## src/rtl/oseic_pkg.sv

```systemverilog
// Package for the overflow summary and error interrupt control register bank.
package oseic_pkg;

	// Register offsets within each feature page.
	localparam logic [11:0] OSEIC_OFS_MSI_HIGH   = 12'h0e4;
	localparam logic [11:0] OSEIC_OFS_ERR_CTRL   = 12'h0f0;
	localparam logic [11:0] OSEIC_OFS_OFLOW_SUM  = 12'h8f0;

	// Field positions and widths.
	localparam int          OSEIC_NUM_INST       = 16;
	localparam int          OSEIC_NUM_SPACES     = 4;
	localparam int          OSEIC_CSU_BIT        = 31;
	localparam int          OSEIC_MEMORY_BANDWIDTH_USAGE_BIT       = 30;
	localparam int          OSEIC_IRQ_EN_BIT     = 0;
	localparam int          OSEIC_MSI_HI_W       = 20;

	// Reset values.
	localparam logic        OSEIC_IRQ_EN_RST     = 1'b0;
	localparam logic [19:0] OSEIC_MSI_HI_RST     = 20'h00000;

	// Security spaces, one feature page each.
	typedef enum logic [1:0] {
		OSEIC_SPACE_SECURE    = 2'b00,
		OSEIC_SPACE_NONSECURE = 2'b01,
		OSEIC_SPACE_ROOT      = 2'b10,
		OSEIC_SPACE_REALM     = 2'b11
	} oseic_space_type;

	// Register access request.
	typedef struct packed {
		logic            valid;
		logic            write;
		oseic_space_type space;
		logic [11:0]     offset;
		logic [31:0]     wdata;
	} oseic_req_type;

	// Per-space overflow flags from the monitors.
	typedef struct packed {
		logic [15:0] inst_flag;
		logic        csu_flag;
		logic        memory_bandwidth_usage_flag;
	} oseic_oflow_type;

	// Per-space writable state.
	typedef struct packed {
		logic        error_irq_enable;
		logic [19:0] msi_address_upper;
	} oseic_space_state_type;

endpackage : oseic_pkg

```

## src/rtl/oseic_regs.sv

```systemverilog
// Overflow summary, error interrupt control and error MSI high address registers.
//
// Contract
// - Per-instance pending bit set while any monitor there has an overflow flag.
// - Overflow summary is read-only at 0x08F0; writes ignored.
// - Four separate summary copies, each showing only its own space.
// - Root and realm summary copies exist only with realm management.
// - Error control bit 0 enables error interrupts; bits 31:1 reserved.
// - Component without error conditions makes error control read zero, ignore writes.
// - Without base partitioning, error control behaves as reserved-zero.
// - Error control is read/write at 0x00F0; root/realm copies need realm management.
// - Four error control copies, each governing its own space's errors.
// - High MSI address register is 32-bit read/write per security space.
// - High address bits 19:0 hold address 51:32; bits 31:20 reserved.
// - High address register exists only when MSI capability is set.
// - Bit 31 flags any cache usage monitor overflow.
// - Bit 30 flags any bandwidth monitor overflow or long overflow.
// - Low address register bits 1:0 read zero, giving a word-aligned address.
module oseic_regs (
	input  wire logic                                   clk_i,
	input  wire logic                                   resetn_i,
	input  wire oseic_pkg::oseic_req_type               req_i,
	output logic                                        ack_o,
	output logic [31:0]                                 rdata_o,
	input  wire oseic_pkg::oseic_oflow_type [3:0]       oflow_i,
	input  wire logic                                   realm_mgmt_present_i,
	input  wire logic                                   partitioning_present_i,
	input  wire logic                                   errors_possible_i,
	input  wire logic                                   error_msi_capable_i,
	input  wire logic                                   error_event_i,
	input  wire oseic_pkg::oseic_space_type             error_space_i,
	output logic [3:0]                                  error_irq_o,
	output logic [3:0][19:0]                            msi_address_upper_o
);
	import oseic_pkg::*;

	////////////////////////////////////////////////////////////////////////////
	// All state lives in one packed struct.
	typedef struct packed {
		oseic_space_state_type [3:0] space;
		logic                        ack;
		logic [31:0]                 rdata;
		logic [3:0]                  irq;
	} oseic_state_type;

	oseic_state_type state_q;
	oseic_state_type state_d;

	logic [3:0]  space_live;
	logic        ctrl_live;
	logic [31:0] summary_word [4];

	////////////////////////////////////////////////////////////////////////////
	// Root and realm pages only answer when realm management is present.
	always_comb begin
		space_live = 4'hf;
		if (!realm_mgmt_present_i) begin
			space_live[OSEIC_SPACE_ROOT]  = 1'b0;
			space_live[OSEIC_SPACE_REALM] = 1'b0;
		end
	end

	// Error control is only real when partitioning exists and errors can occur.
	assign ctrl_live = partitioning_present_i && errors_possible_i;

	// Summary word per space, built only from that space's own monitors.
	for (genvar s = 0; s < OSEIC_NUM_SPACES; s++) begin : g_sum
		always_comb begin
			summary_word[s] = 32'h00000000;
			summary_word[s][OSEIC_NUM_INST-1:0] = oflow_i[s].inst_flag;
			summary_word[s][OSEIC_CSU_BIT]  = oflow_i[s].csu_flag;
			summary_word[s][OSEIC_MEMORY_BANDWIDTH_USAGE_BIT] = oflow_i[s].memory_bandwidth_usage_flag;
		end
	end

	////////////////////////////////////////////////////////////////////////////
	// Decode the access; reads return in the cycle after the request.
	always_comb begin
		state_d       = state_q;
		state_d.ack   = req_i.valid;
		state_d.rdata = 32'h00000000;
		if (req_i.valid && space_live[req_i.space]) begin
			unique case (req_i.offset)
				OSEIC_OFS_OFLOW_SUM: begin
					// Writes fall through untouched: the summary has no storage.
					if (!req_i.write) begin
						state_d.rdata = summary_word[req_i.space];
					end
				end
				OSEIC_OFS_ERR_CTRL: begin
					if (ctrl_live) begin
						if (req_i.write) begin
							state_d.space[req_i.space].error_irq_enable =
								req_i.wdata[OSEIC_IRQ_EN_BIT];
						end else begin
							state_d.rdata[OSEIC_IRQ_EN_BIT] =
								state_q.space[req_i.space].error_irq_enable;
						end
					end
				end
				OSEIC_OFS_MSI_HIGH: begin
					if (error_msi_capable_i) begin
						if (req_i.write) begin
							state_d.space[req_i.space].msi_address_upper =
								req_i.wdata[OSEIC_MSI_HI_W-1:0];
						end else begin
							state_d.rdata[OSEIC_MSI_HI_W-1:0] =
								state_q.space[req_i.space].msi_address_upper;
						end
					end
				end
				default: begin
					state_d.rdata = 32'h00000000;
				end
			endcase
		end
		// An error raises only its own space's interrupt, and only when enabled.
		state_d.irq = 4'h0;
		if (error_event_i && ctrl_live && space_live[error_space_i]) begin
			state_d.irq[error_space_i] =
				state_q.space[error_space_i].error_irq_enable;
		end
	end

	////////////////////////////////////////////////////////////////////////////
	// State register.
	always_ff @(posedge clk_i or negedge resetn_i) begin
		if (!resetn_i) begin
			for (int s = 0; s < OSEIC_NUM_SPACES; s++) begin
				state_q.space[s].error_irq_enable  <= OSEIC_IRQ_EN_RST;
				state_q.space[s].msi_address_upper <= OSEIC_MSI_HI_RST;
			end
			state_q.ack   <= 1'b0;
			state_q.rdata <= 32'h00000000;
			state_q.irq   <= 4'h0;
		end else begin
			state_q <= state_d;
		end
	end

	// Outputs; the low address half (with bits 1:0 zero) lives elsewhere.
	assign ack_o   = state_q.ack;
	assign rdata_o = state_q.rdata;
	assign error_irq_o = state_q.irq;
	for (genvar s = 0; s < OSEIC_NUM_SPACES; s++) begin : g_out
		assign msi_address_upper_o[s] = state_q.space[s].msi_address_upper;
	end

	////////////////////////////////////////////////////////////////////////////
	// Checks.
	chk_sum_readback: assert property (@(posedge clk_i) disable iff (!resetn_i)
		(req_i.valid && !req_i.write && req_i.offset == OSEIC_OFS_OFLOW_SUM
		 && space_live[req_i.space])
		|=> rdata_o == $past(summary_word[req_i.space]))
		else $error("summary read mismatch");

	// Bits 19:16 carry address bits on a high address read, so only that read may set them.
	chk_sum_reserved: assert property (@(posedge clk_i) disable iff (!resetn_i)
		rdata_o[29:20] == 10'h0 && (rdata_o[19:16] == 4'h0
		 || $past(req_i.valid && !req_i.write && req_i.offset == OSEIC_OFS_MSI_HIGH)))
		else $error("reserved read bits nonzero");

	chk_rlm_absent: assert property (@(posedge clk_i) disable iff (!resetn_i)
		(req_i.valid && !realm_mgmt_present_i && req_i.space[1])
		|=> rdata_o == 32'h00000000)
		else $error("root or realm page answered without realm management");

	chk_ctrl_dead: assert property (@(posedge clk_i) disable iff (!resetn_i)
		(req_i.valid && req_i.offset == OSEIC_OFS_ERR_CTRL && !ctrl_live)
		|=> rdata_o == 32'h00000000)
		else $error("error control not read as zero");

	chk_irq_gate: assert property (@(posedge clk_i) disable iff (!resetn_i)
		(error_event_i && ctrl_live && space_live[error_space_i])
		|=> error_irq_o[$past(error_space_i)]
			== $past(state_q.space[error_space_i].error_irq_enable))
		else $error("error interrupt gating wrong");

	chk_ctrl_write: assert property (@(posedge clk_i) disable iff (!resetn_i)
		(req_i.valid && req_i.write && req_i.offset == OSEIC_OFS_ERR_CTRL && ctrl_live
		 && space_live[req_i.space])
		##1 (req_i.valid && !req_i.write && req_i.offset == OSEIC_OFS_ERR_CTRL
		 && req_i.space == $past(req_i.space) && ctrl_live && space_live[req_i.space])
		|=> rdata_o == {31'h0, $past(req_i.wdata[OSEIC_IRQ_EN_BIT], 2)})
		else $error("error control write not held");

	chk_hi_write: assert property (@(posedge clk_i) disable iff (!resetn_i)
		(req_i.valid && req_i.write && req_i.offset == OSEIC_OFS_MSI_HIGH
		 && error_msi_capable_i && space_live[req_i.space])
		|=> msi_address_upper_o[$past(req_i.space)] == $past(req_i.wdata[19:0]))
		else $error("high address write lost");

	chk_hi_absent: assert property (@(posedge clk_i) disable iff (!resetn_i)
		(req_i.valid && req_i.offset == OSEIC_OFS_MSI_HIGH && !error_msi_capable_i)
		|=> rdata_o == 32'h00000000 && $stable(msi_address_upper_o))
		else $error("high address answered without capability");

	chk_sum_no_write: assert property (@(posedge clk_i) disable iff (!resetn_i)
		(req_i.valid && req_i.write && req_i.offset == OSEIC_OFS_OFLOW_SUM)
		|=> ack_o && rdata_o == 32'h00000000 && $stable(state_q.space))
		else $error("summary write had an effect");

	chk_rlm_locked: assert property (@(posedge clk_i) disable iff (!resetn_i)
		(req_i.valid && req_i.write && !realm_mgmt_present_i && req_i.space[1])
		|=> $stable(state_q.space))
		else $error("root or realm state written without realm management");

	chk_ctrl_locked: assert property (@(posedge clk_i) disable iff (!resetn_i)
		(req_i.valid && req_i.write && req_i.offset == OSEIC_OFS_ERR_CTRL && !ctrl_live)
		|=> $stable(state_q.space))
		else $error("dead error control took a write");

	// An interrupt with no error behind it would send software chasing nothing.
	chk_irq_quiet: assert property (@(posedge clk_i) disable iff (!resetn_i)
		!error_event_i |=> error_irq_o == 4'h0)
		else $error("error interrupt without an error");

	chk_irq_own: assert property (@(posedge clk_i) disable iff (!resetn_i)
		error_event_i |=> (error_irq_o & ~(4'h1 << $past(error_space_i))) == 4'h0)
		else $error("error interrupt raised in a foreign space");

endmodule : oseic_regs

```

## config.mk

```make
export PLATFORM = sky130hd
export DESIGN_NAME = oseic_regs
export DESIGN_NICKNAME = d
export VERILOG_FILES = /design/src/rtl/oseic_pkg.sv /design/src/rtl/oseic_regs.sv
export SDC_FILE = /design/constraint.sdc
export NUM_CORES = 1
export LEC_CHECK = 0
export BUFFER_PORTS_ARGS = -buffer_cell sky130_fd_sc_hd__buf_2
export CAP_MARGIN = 20
export CORE_MARGIN = 2
export CORE_UTILIZATION = 40
export DETAILED_ROUTE_END_ITERATION = 6
export PLACE_DENSITY = 0.71
export SETUP_SLACK_MARGIN = 0.15
export SLEW_MARGIN = 20
export SYNTH_ARGS = -nofsm -noshare
export SYNTH_HDL_FRONTEND = slang
export SYNTH_SLANG_ARGS = --single-unit
```

## constraint.sdc

```tcl
create_clock -name clk_i -period 2.2 [get_ports clk_i]
set_clock_uncertainty 0.05 [all_clocks]
set_input_delay 0.11 -clock clk_i [delete_from_list [all_inputs] [get_ports clk_i]]
set_output_delay 0.11 -clock clk_i [all_outputs]
set_load 0.005 [all_outputs]
```

==> results by group, run 1 <==
GRT
  • Vias in the first global route: 4,319
  • GRT Total Usage: 0.195
  • First-pass GRT wire length: about 24,000 um
  • Grt total ovfl: 0
  • Largest net degree at the start of global routing: 55
  • Initial antenna violation count: 0

Floorplanning
  • Initial Utilization: 0.407
  • Core area: 0.0151 sq mm
  • Die width: between 100 and 150 um
  • Rows: 45
  • Die height: 128 um
  • Number of top-level pins: 246
  • Die area: 0.0164 sq mm

Power and ir drop
  • Pwr Density: 554 mW/mm^2
  • Sw frac: 0.229
  • Cell-internal power: roughly 3.2 mW
  • Max IR drop VDD: 0.000440 V
  • Clock share of power: 0.410
  • Pleak: 3.95 nW
  • Switching power: 0.937 mW
  • Comb pwr share: 0.091
  • Seq pwr share: 0.499

Routing
  • Remaining DRCs: 0
  • DR pass1 iterations: 5
  • WL final: 16,000 um
  • Number of routed nets with antenna violations: 0
  • Via count: about 4.2k
  • Detailed Route Iter0 Violations: 167
  • Wire per inst: ~20 um
  • Via-per-instance ratio: 5.26

Critical path
  • Critical path class: in2reg
  • Flop-to-flop setup slack: 0.58 ns
  • Critical path peak fanout: 13
  • Critical path arrival: 2.15 ns
  • R2r startpoint: state_q[78]
  • Worst setup EP type: flop
  • Setup crit start kind: primary input
  • Worst Path Required: 2.38 ns
  • FF-to-FF End: rdata_o[0]
  • Reg2Reg Depth: 4

Clock network
  • CTS tree: built
  • Clock Path Buffers: 2
  • CTS resizes: 0
  • CTS sink cnt: 111
  • Root Driver: clkbuf_16
  • Clk Latency, worst-skew pair: roughly 0.35 ns
  • CTS Buf Count: 9
  • # H-tree levels: 3
  • Clock Pin Slew Worst Setup and Hold Paths: 0.07 ns

Cells and area
  • Fillers: approximately 1.3k
  • Share of cells above drive strength 1: 0.538
  • Area Growth Syn to Fin: 19.8%
  • Final nets: 737
  • Diodes inserted: 0
  • Final std cells w/o fill: 801
  • Core Util, Final: 0.487

Synthesis
  • Share of Yosys cell area claimed by the top area cell type: 0.451
  • Largest cells by area after synthesis: dfrtp_1 (45%), buf_4 (15%), mux4_2 (14%)
  • Top-count cell post-synth: buf_4
  • Post-synth top flop: dfrtp_1
  • Syn avg cell area: 13.5 sq um
  • Synth Cell Area: 0.00616 sq mm
  • Warnings from Yosys: 0
  • Post-synthesis async set-or-reset flop share: 1.00
  • Cell accounting for the most synthesized area: dfrtp_1
  • Synth Instances: about 460
  • Yosys reg bits: 111
  • Number of synthesized flops with an enable pin: 0
  • Seq/Total Area, Yosys: 0.451
  • Commonest cells in the netlist: buf_4 (120), dfrtp_1 (111), mux2_1 (61)
  • Cell variety after synth: 36

Placed design
  • # port buffers: about 220
  • Final HPWL DP: approximately 12,000 um
  • Final weighted congestion in routability-driven placement: between 0.8 and 0.9
  • Placed instance count: 760

STA
  • Final setup fails: 0
  • Max Slew Vio Count: 0
  • Period utilization: 0.896
  • Slew @ Worst Pin: between 0.6 and 0.7 ns
  • Final Hold Vio Count: 0
  • Max Fclk: 508 MHz
  • Worst hold slack: roughly 0.059 ns
  • RSZ-0062 raised after global routing: no
  • Worst slew margin: 0.564
  • Minimum clock period: about 2 ns

Run
  • Max-cap violations: 0

Hold path
  • Hold EP: error_irq_o[3]
  • Hold/Removal Path Class: in2reg
  • Hold_sp: error_event_i
  • Hold Path Depth: 3

Run status
  • Outcome: finished clean
placed cells by master, fill, tap and decap left out, types with 2 or more instances in the layout:
cell,count
clkbuf_1,2
mux4_2,39
and3b_1,2
nand4_1,4
inv_6,2
nor2b_1,4
nand2_1,9
nor3_4,4
a32oi_1,15
conb_1,10
mux2_2,23
nand3_1,3
clkbuf_16,9
buf_4,15
and3_1,2
dfrtp_1,111
buf_12,8
mux2_1,61
dlygate4sd3_1,25
nand2b_1,2
nor3_1,2
buf_2,222
nor2_1,20
nor4b_1,2
per-layer routing:
layer | GRT usage | vias up | routed length, um
li1 | - | 1846 | -
met1 | 0.252 | 2174 | 6720
met2 | 0.331 | 173 | 8190
met3 | 0.0317 | 23 | 716
met4 | 0.0730 | 0 | 345
met5 | 0 | - | 0
critical path: stages:
cell    delay (ns)
buf_2         0.10
or4b_1        0.53
or4_4         0.61
nor3_4        0.25
buf_12        0.19
mux2_1        0.34
cells by family (layout without fill, tap and decap cells):
group,count (synthesis),count (layout),share of synthesized area
other cells,1,10,0.000609
simple gates,63,63,0.0629
buf+inv,140,287,0.164
mux,123,123,0.296
flops,111,111,0.451
compound gates,19,19,0.0256
power by group through the flow:
| stage | combinational [mW] | clock [mW] | sequential [mW] |
|---|---|---|---|
| 2_1_floorplan | 0.147 | 0 | 2.08 |
| 3_3_place_gp | 0.336 | 0 | 2.08 |
| 3_5_place_dp | 0.346 | 0 | 2.08 |
| 4_1_cts | 0.379 | 1.73 | 2.04 |
| 5_1_grt | 0.412 | 1.81 | 2.04 |
| 6_report | 0.374 | 1.68 | 2.04 |
sequential cells by signal (all words and copies together) (netlist names):
register	flops
ack_o	1
error_irq_o	4
msi_address_upper_o	80
rdata_o	22
state_q	4
stage by stage:
| stage | area [sq um] | TNS (ns) | total power [mW] | setup WS (ns) |
|---|---|---|---|---|
| after CTS | 7380 | 0 | 4.15 | 0.239 |
| after detailed placement | 6830 | -7.90 | 2.43 | -0.134 |
| after global placement | 6830 | -5.00 | 2.42 | -0.0830 |
| after floorplan | 6200 | 0 | 2.23 | 0.173 |
| final | 7380 | 0 | 4.09 | 0.230 |
| after global routing | 7380 | 0 | 4.26 | 0.188 |
cell type report:
class / instances / area, sq um / area share
clock buffer: 12 / 246 / 0.0334
clock inverter: 4 / 52.6 / 0.00712
inverter: 1 / 3.75 / 0.000508
multi-input combinational: 215 / 2430 / 0.330
sequential: 111 / 2780 / 0.376
tap: 188 / 235 / 0.0319
timing repair buffer: 270 / 1630 / 0.221
how the worst max path moves through the flow:
stage	from	endpoint	slack (ns)	depth (start not counted)
detailed placement	req_i[33]	msi_address_upper_o[68]	-0.13	6
global placement	req_i[33]	msi_address_upper_o[67]	-0.08	6
global route	req_i[33]	msi_address_upper_o[51]	0.19	6
floorplan	req_i[33]	msi_address_upper_o[18]	0.17	5
CTS	req_i[33]	msi_address_upper_o[34]	0.24	6
finish	req_i[33]	msi_address_upper_o[68]	0.23	6
timing repair:
item | in CTS | in global routing
setup buffers | 0 | 0
hold endpoints to repair | 120 | 0
hold buffers | 25 | 0
(Power assumes the default switching activity.)
==> run 2: changes to the inputs <==
--- a/config.mk
+++ b/config.mk
@@ -10,8 +10,8 @@
 export CORE_MARGIN = 2
 export CORE_UTILIZATION = 40
 export DETAILED_ROUTE_END_ITERATION = 6
-export PLACE_DENSITY = 0.71
-export SETUP_SLACK_MARGIN = 0.15
+export PLACE_DENSITY = 0.65
+export SETUP_SLACK_MARGIN = 0.4
 export SLEW_MARGIN = 20
 export SYNTH_ARGS = -nofsm -noshare
 export SYNTH_HDL_FRONTEND = slang
==> constraint.sdc (replaced) <==
create_clock -name clk_i -period 2.2 [get_ports clk_i]
set_clock_uncertainty 0.05 [all_clocks]
set_input_delay 0.11 -clock clk_i [delete_from_list [all_inputs] [get_ports clk_i]]
set_output_delay 0.11 -clock clk_i [all_outputs]
set_load 0.01 [all_outputs]
==> run 2 against run 1 <==
- sequential cell count unchanged
- core utilization increased by 3.0 points
- hold slack lost 0.022 ns
==> results by group, run 2 (synthesis gave the netlist of run 1 again) <==
Cells and area
  • Most common cell after layout, fill and taps aside: buf_2
  • Fillers: 1,277 (-2.4%)
  • Cell area after layout: 0.00784 sq mm (+6.2%)
  • Commonest non-fill, non-tap cells in the layout: buf_2 (221), dfrtp_1 (111), mux2_4 (78), mux4_2 (39), dlygate4sd3_1 (26)
  • Max FFs per register: 80 (unchanged)
  • Share of cells above drive strength 1: 0.644 (+0.106)
  • Diodes inserted: 0 (unchanged)
  • Core Util, Final: 0.518 (+0.0302)
  • Final nets: 746 (+1.2%)
  • Area Growth Syn to Fin: 27.2%

Floorplanning
  • Die height: 128 um (unchanged)
  • Number of top-level pins: 246 (unchanged)
  • Core area: 0.0151 sq mm (unchanged)
  • Die width: 128 um (unchanged)
  • Die area: 0.0164 sq mm (unchanged)
  • Rows: 45 (unchanged)
  • Initial Utilization: 0.407 (unchanged)

Routing
  • Wire per inst: 21.2 um (+6.5%)
  • Number of routed nets with antenna violations: 0 (unchanged)
  • Met3 wire len: 681 um (-4.9%)
  • DR top layer: met4
  • Via count: 4,237 (+0.50%)
  • WL met1: 7610 um (+13%)
  • Detailed Route Iter0 Violations: 318 (+90%)
  • Via-per-instance ratio: 5.24 (-0.50%)
  • Remaining DRCs: 0 (unchanged)
  • DR pass1 iterations: 4 (-1)
  • DR WL met2: 8580 um (+4.8%)
  • WL final: 17,200 um (+7.6%)

Critical path
  • FF-to-FF End: rdata_o[0]
  • Worst Path Required: 2.39 ns (about the same)
  • Critical path class: in2reg
  • R2r startpoint: state_q[99]
  • Setup crit start kind: primary input
  • Critical path peak fanout: 8 (-5)
  • Worst setup EP type: flop
  • Flop-to-flop setup slack: 0.58 ns (about the same)
  • Reg2Reg Depth: 4 (unchanged)
  • Critical path arrival: 2.14 ns (about the same)

GRT
  • First-pass GRT wire length: 26,200 um (+8.0%)
  • GRT Total Usage: 0.210 (+0.0153)
  • Vias in the first global route: 4,490 (+4.0%)
  • Grt total ovfl: 0 (unchanged)
  • Largest net degree at the start of global routing: 55 (unchanged)
  • Initial antenna violation count: 0 (unchanged)

Clock network
  • Root Driver: clkbuf_16
  • CTS tree: built
  • Clk Latency, worst-skew pair: 0.35 ns (about the same)
  • CTS sink cnt: 111 (unchanged)
  • CTS Buf Count: 9 (unchanged)
  • # H-tree levels: 3 (unchanged)
  • Clock Path Buffers: 2 (unchanged)
  • Clock Pin Slew Worst Setup and Hold Paths: 0.07 ns (about the same)

Placed design
  • Dpl cell area: 0.00692 sq mm (+1.3%)
  • # port buffers: 223 (unchanged)
  • Final weighted congestion in routability-driven placement: 0.825 (-0.54%)
  • Final HPWL DP: 12,300 um (+3.7%)
  • Place WS: -0.164 ns (-0.0304 ns)

Power and ir drop
  • Max IR drop VDD: 0.000305 V (-31%)
  • Total Power: 4.24 mW (+3.6%)
  • Pleak: 4.02 nW (+1.8%)
  • Pwr Density: 541 mW/mm^2 (-2.4%)

STA
  • Max Fclk: 513 MHz (+1.0%)
  • Slew @ Worst Pin: 0.622 ns (-0.0251 ns)
  • Final Hold Vio Count: 0 (unchanged)
  • Max Slew Vio Count: 0 (unchanged)
  • Final WS setup: 0.250 ns (+0.0197 ns)
  • Period utilization: 0.887 (-0.00893)
  • Final setup fails: 0 (unchanged)
  • RSZ-0062 raised after global routing: yes
  • Worst slew margin: 0.584 (+0.0191)
  • Minimum clock period: 1.95 ns (-0.0197 ns)

Hold path
  • Hold/Removal Path Class: in2reg
  • Hold EP: error_irq_o[1]
  • Hold_sp: errors_possible_i
  • Hold Path Depth: 3 (unchanged)

Run
  • Max-cap violations: 0 (unchanged)

Run status
  • Outcome: finished clean
[run 2: timing repair]
item,4_1_cts,5_1_grt
hold buffers,26,0
buffers inserted,4,0
pin swaps,2,1
gates cloned,2,0
resized for setup,50,17
hold endpoints to repair,108,0
setup endpoints to repair,80,85
[run 2: metrics by stage]
stage / std cells / setup TNS (ns) / hold WS (ns)
after detailed placement: 762 / -9.39 / 0.0867
after global placement: 762 / -7.84 / 0.0796
after floorplan: 466 / 0 / -0.236
after CTS: 809 / 0 / 0.0200
final: 809 / 0 / 0.0371
after global routing: 809 / 0 / 0.0391
[run 2: metal layers]
metal  global-route usage  up-vias
met5                    0        -
met4               0.0808        0
met3               0.0305       23
met2                0.339      150
met1                0.289     2212
li1                     -     1852
[run 2: worst max-delay path by stage]
stage               cells after the start  slack [ns]                       to      start
finish                                  6        0.25  msi_address_upper_o[44]  req_i[35]
global route                            6        0.22   msi_address_upper_o[8]  req_i[35]
CTS                                     6        0.22  msi_address_upper_o[48]  req_i[35]
detailed placement                      6       -0.16  msi_address_upper_o[67]  req_i[33]
global placement                        6       -0.14  msi_address_upper_o[27]  req_i[33]
floorplan                               5        0.17  msi_address_upper_o[18]  req_i[33]
[run 2: final cells by class]
| class | instances | area [sq um] | area share |
|---|---|---|---|
| sequential | 111 | 2780 | 0.354 |
| multi-input combinational | 215 | 2730 | 0.348 |
| timing repair buffer | 279 | 1760 | 0.225 |
| clock buffer | 11 | 253 | 0.0322 |
| tap | 188 | 235 | 0.0300 |
| clock inverter | 4 | 77.6 | 0.00989 |
| inverter | 1 | 3.75 | 0.000479 |
[run 2: critical path, stage by stage]
cell    delay [ns]
buf_6         0.09
or4b_4        0.53
or4_4         0.61
nor3_4        0.24
buf_6         0.23
mux2_4        0.32
[run 2: power by group]
group          internal, mW  leakage [nW]  total, mW  switching (mW)
sequential             2.04          1.55       2.04        0.000521
combinational         0.196          2.31      0.390           0.194
clock                  1.06         0.162       1.81           0.750
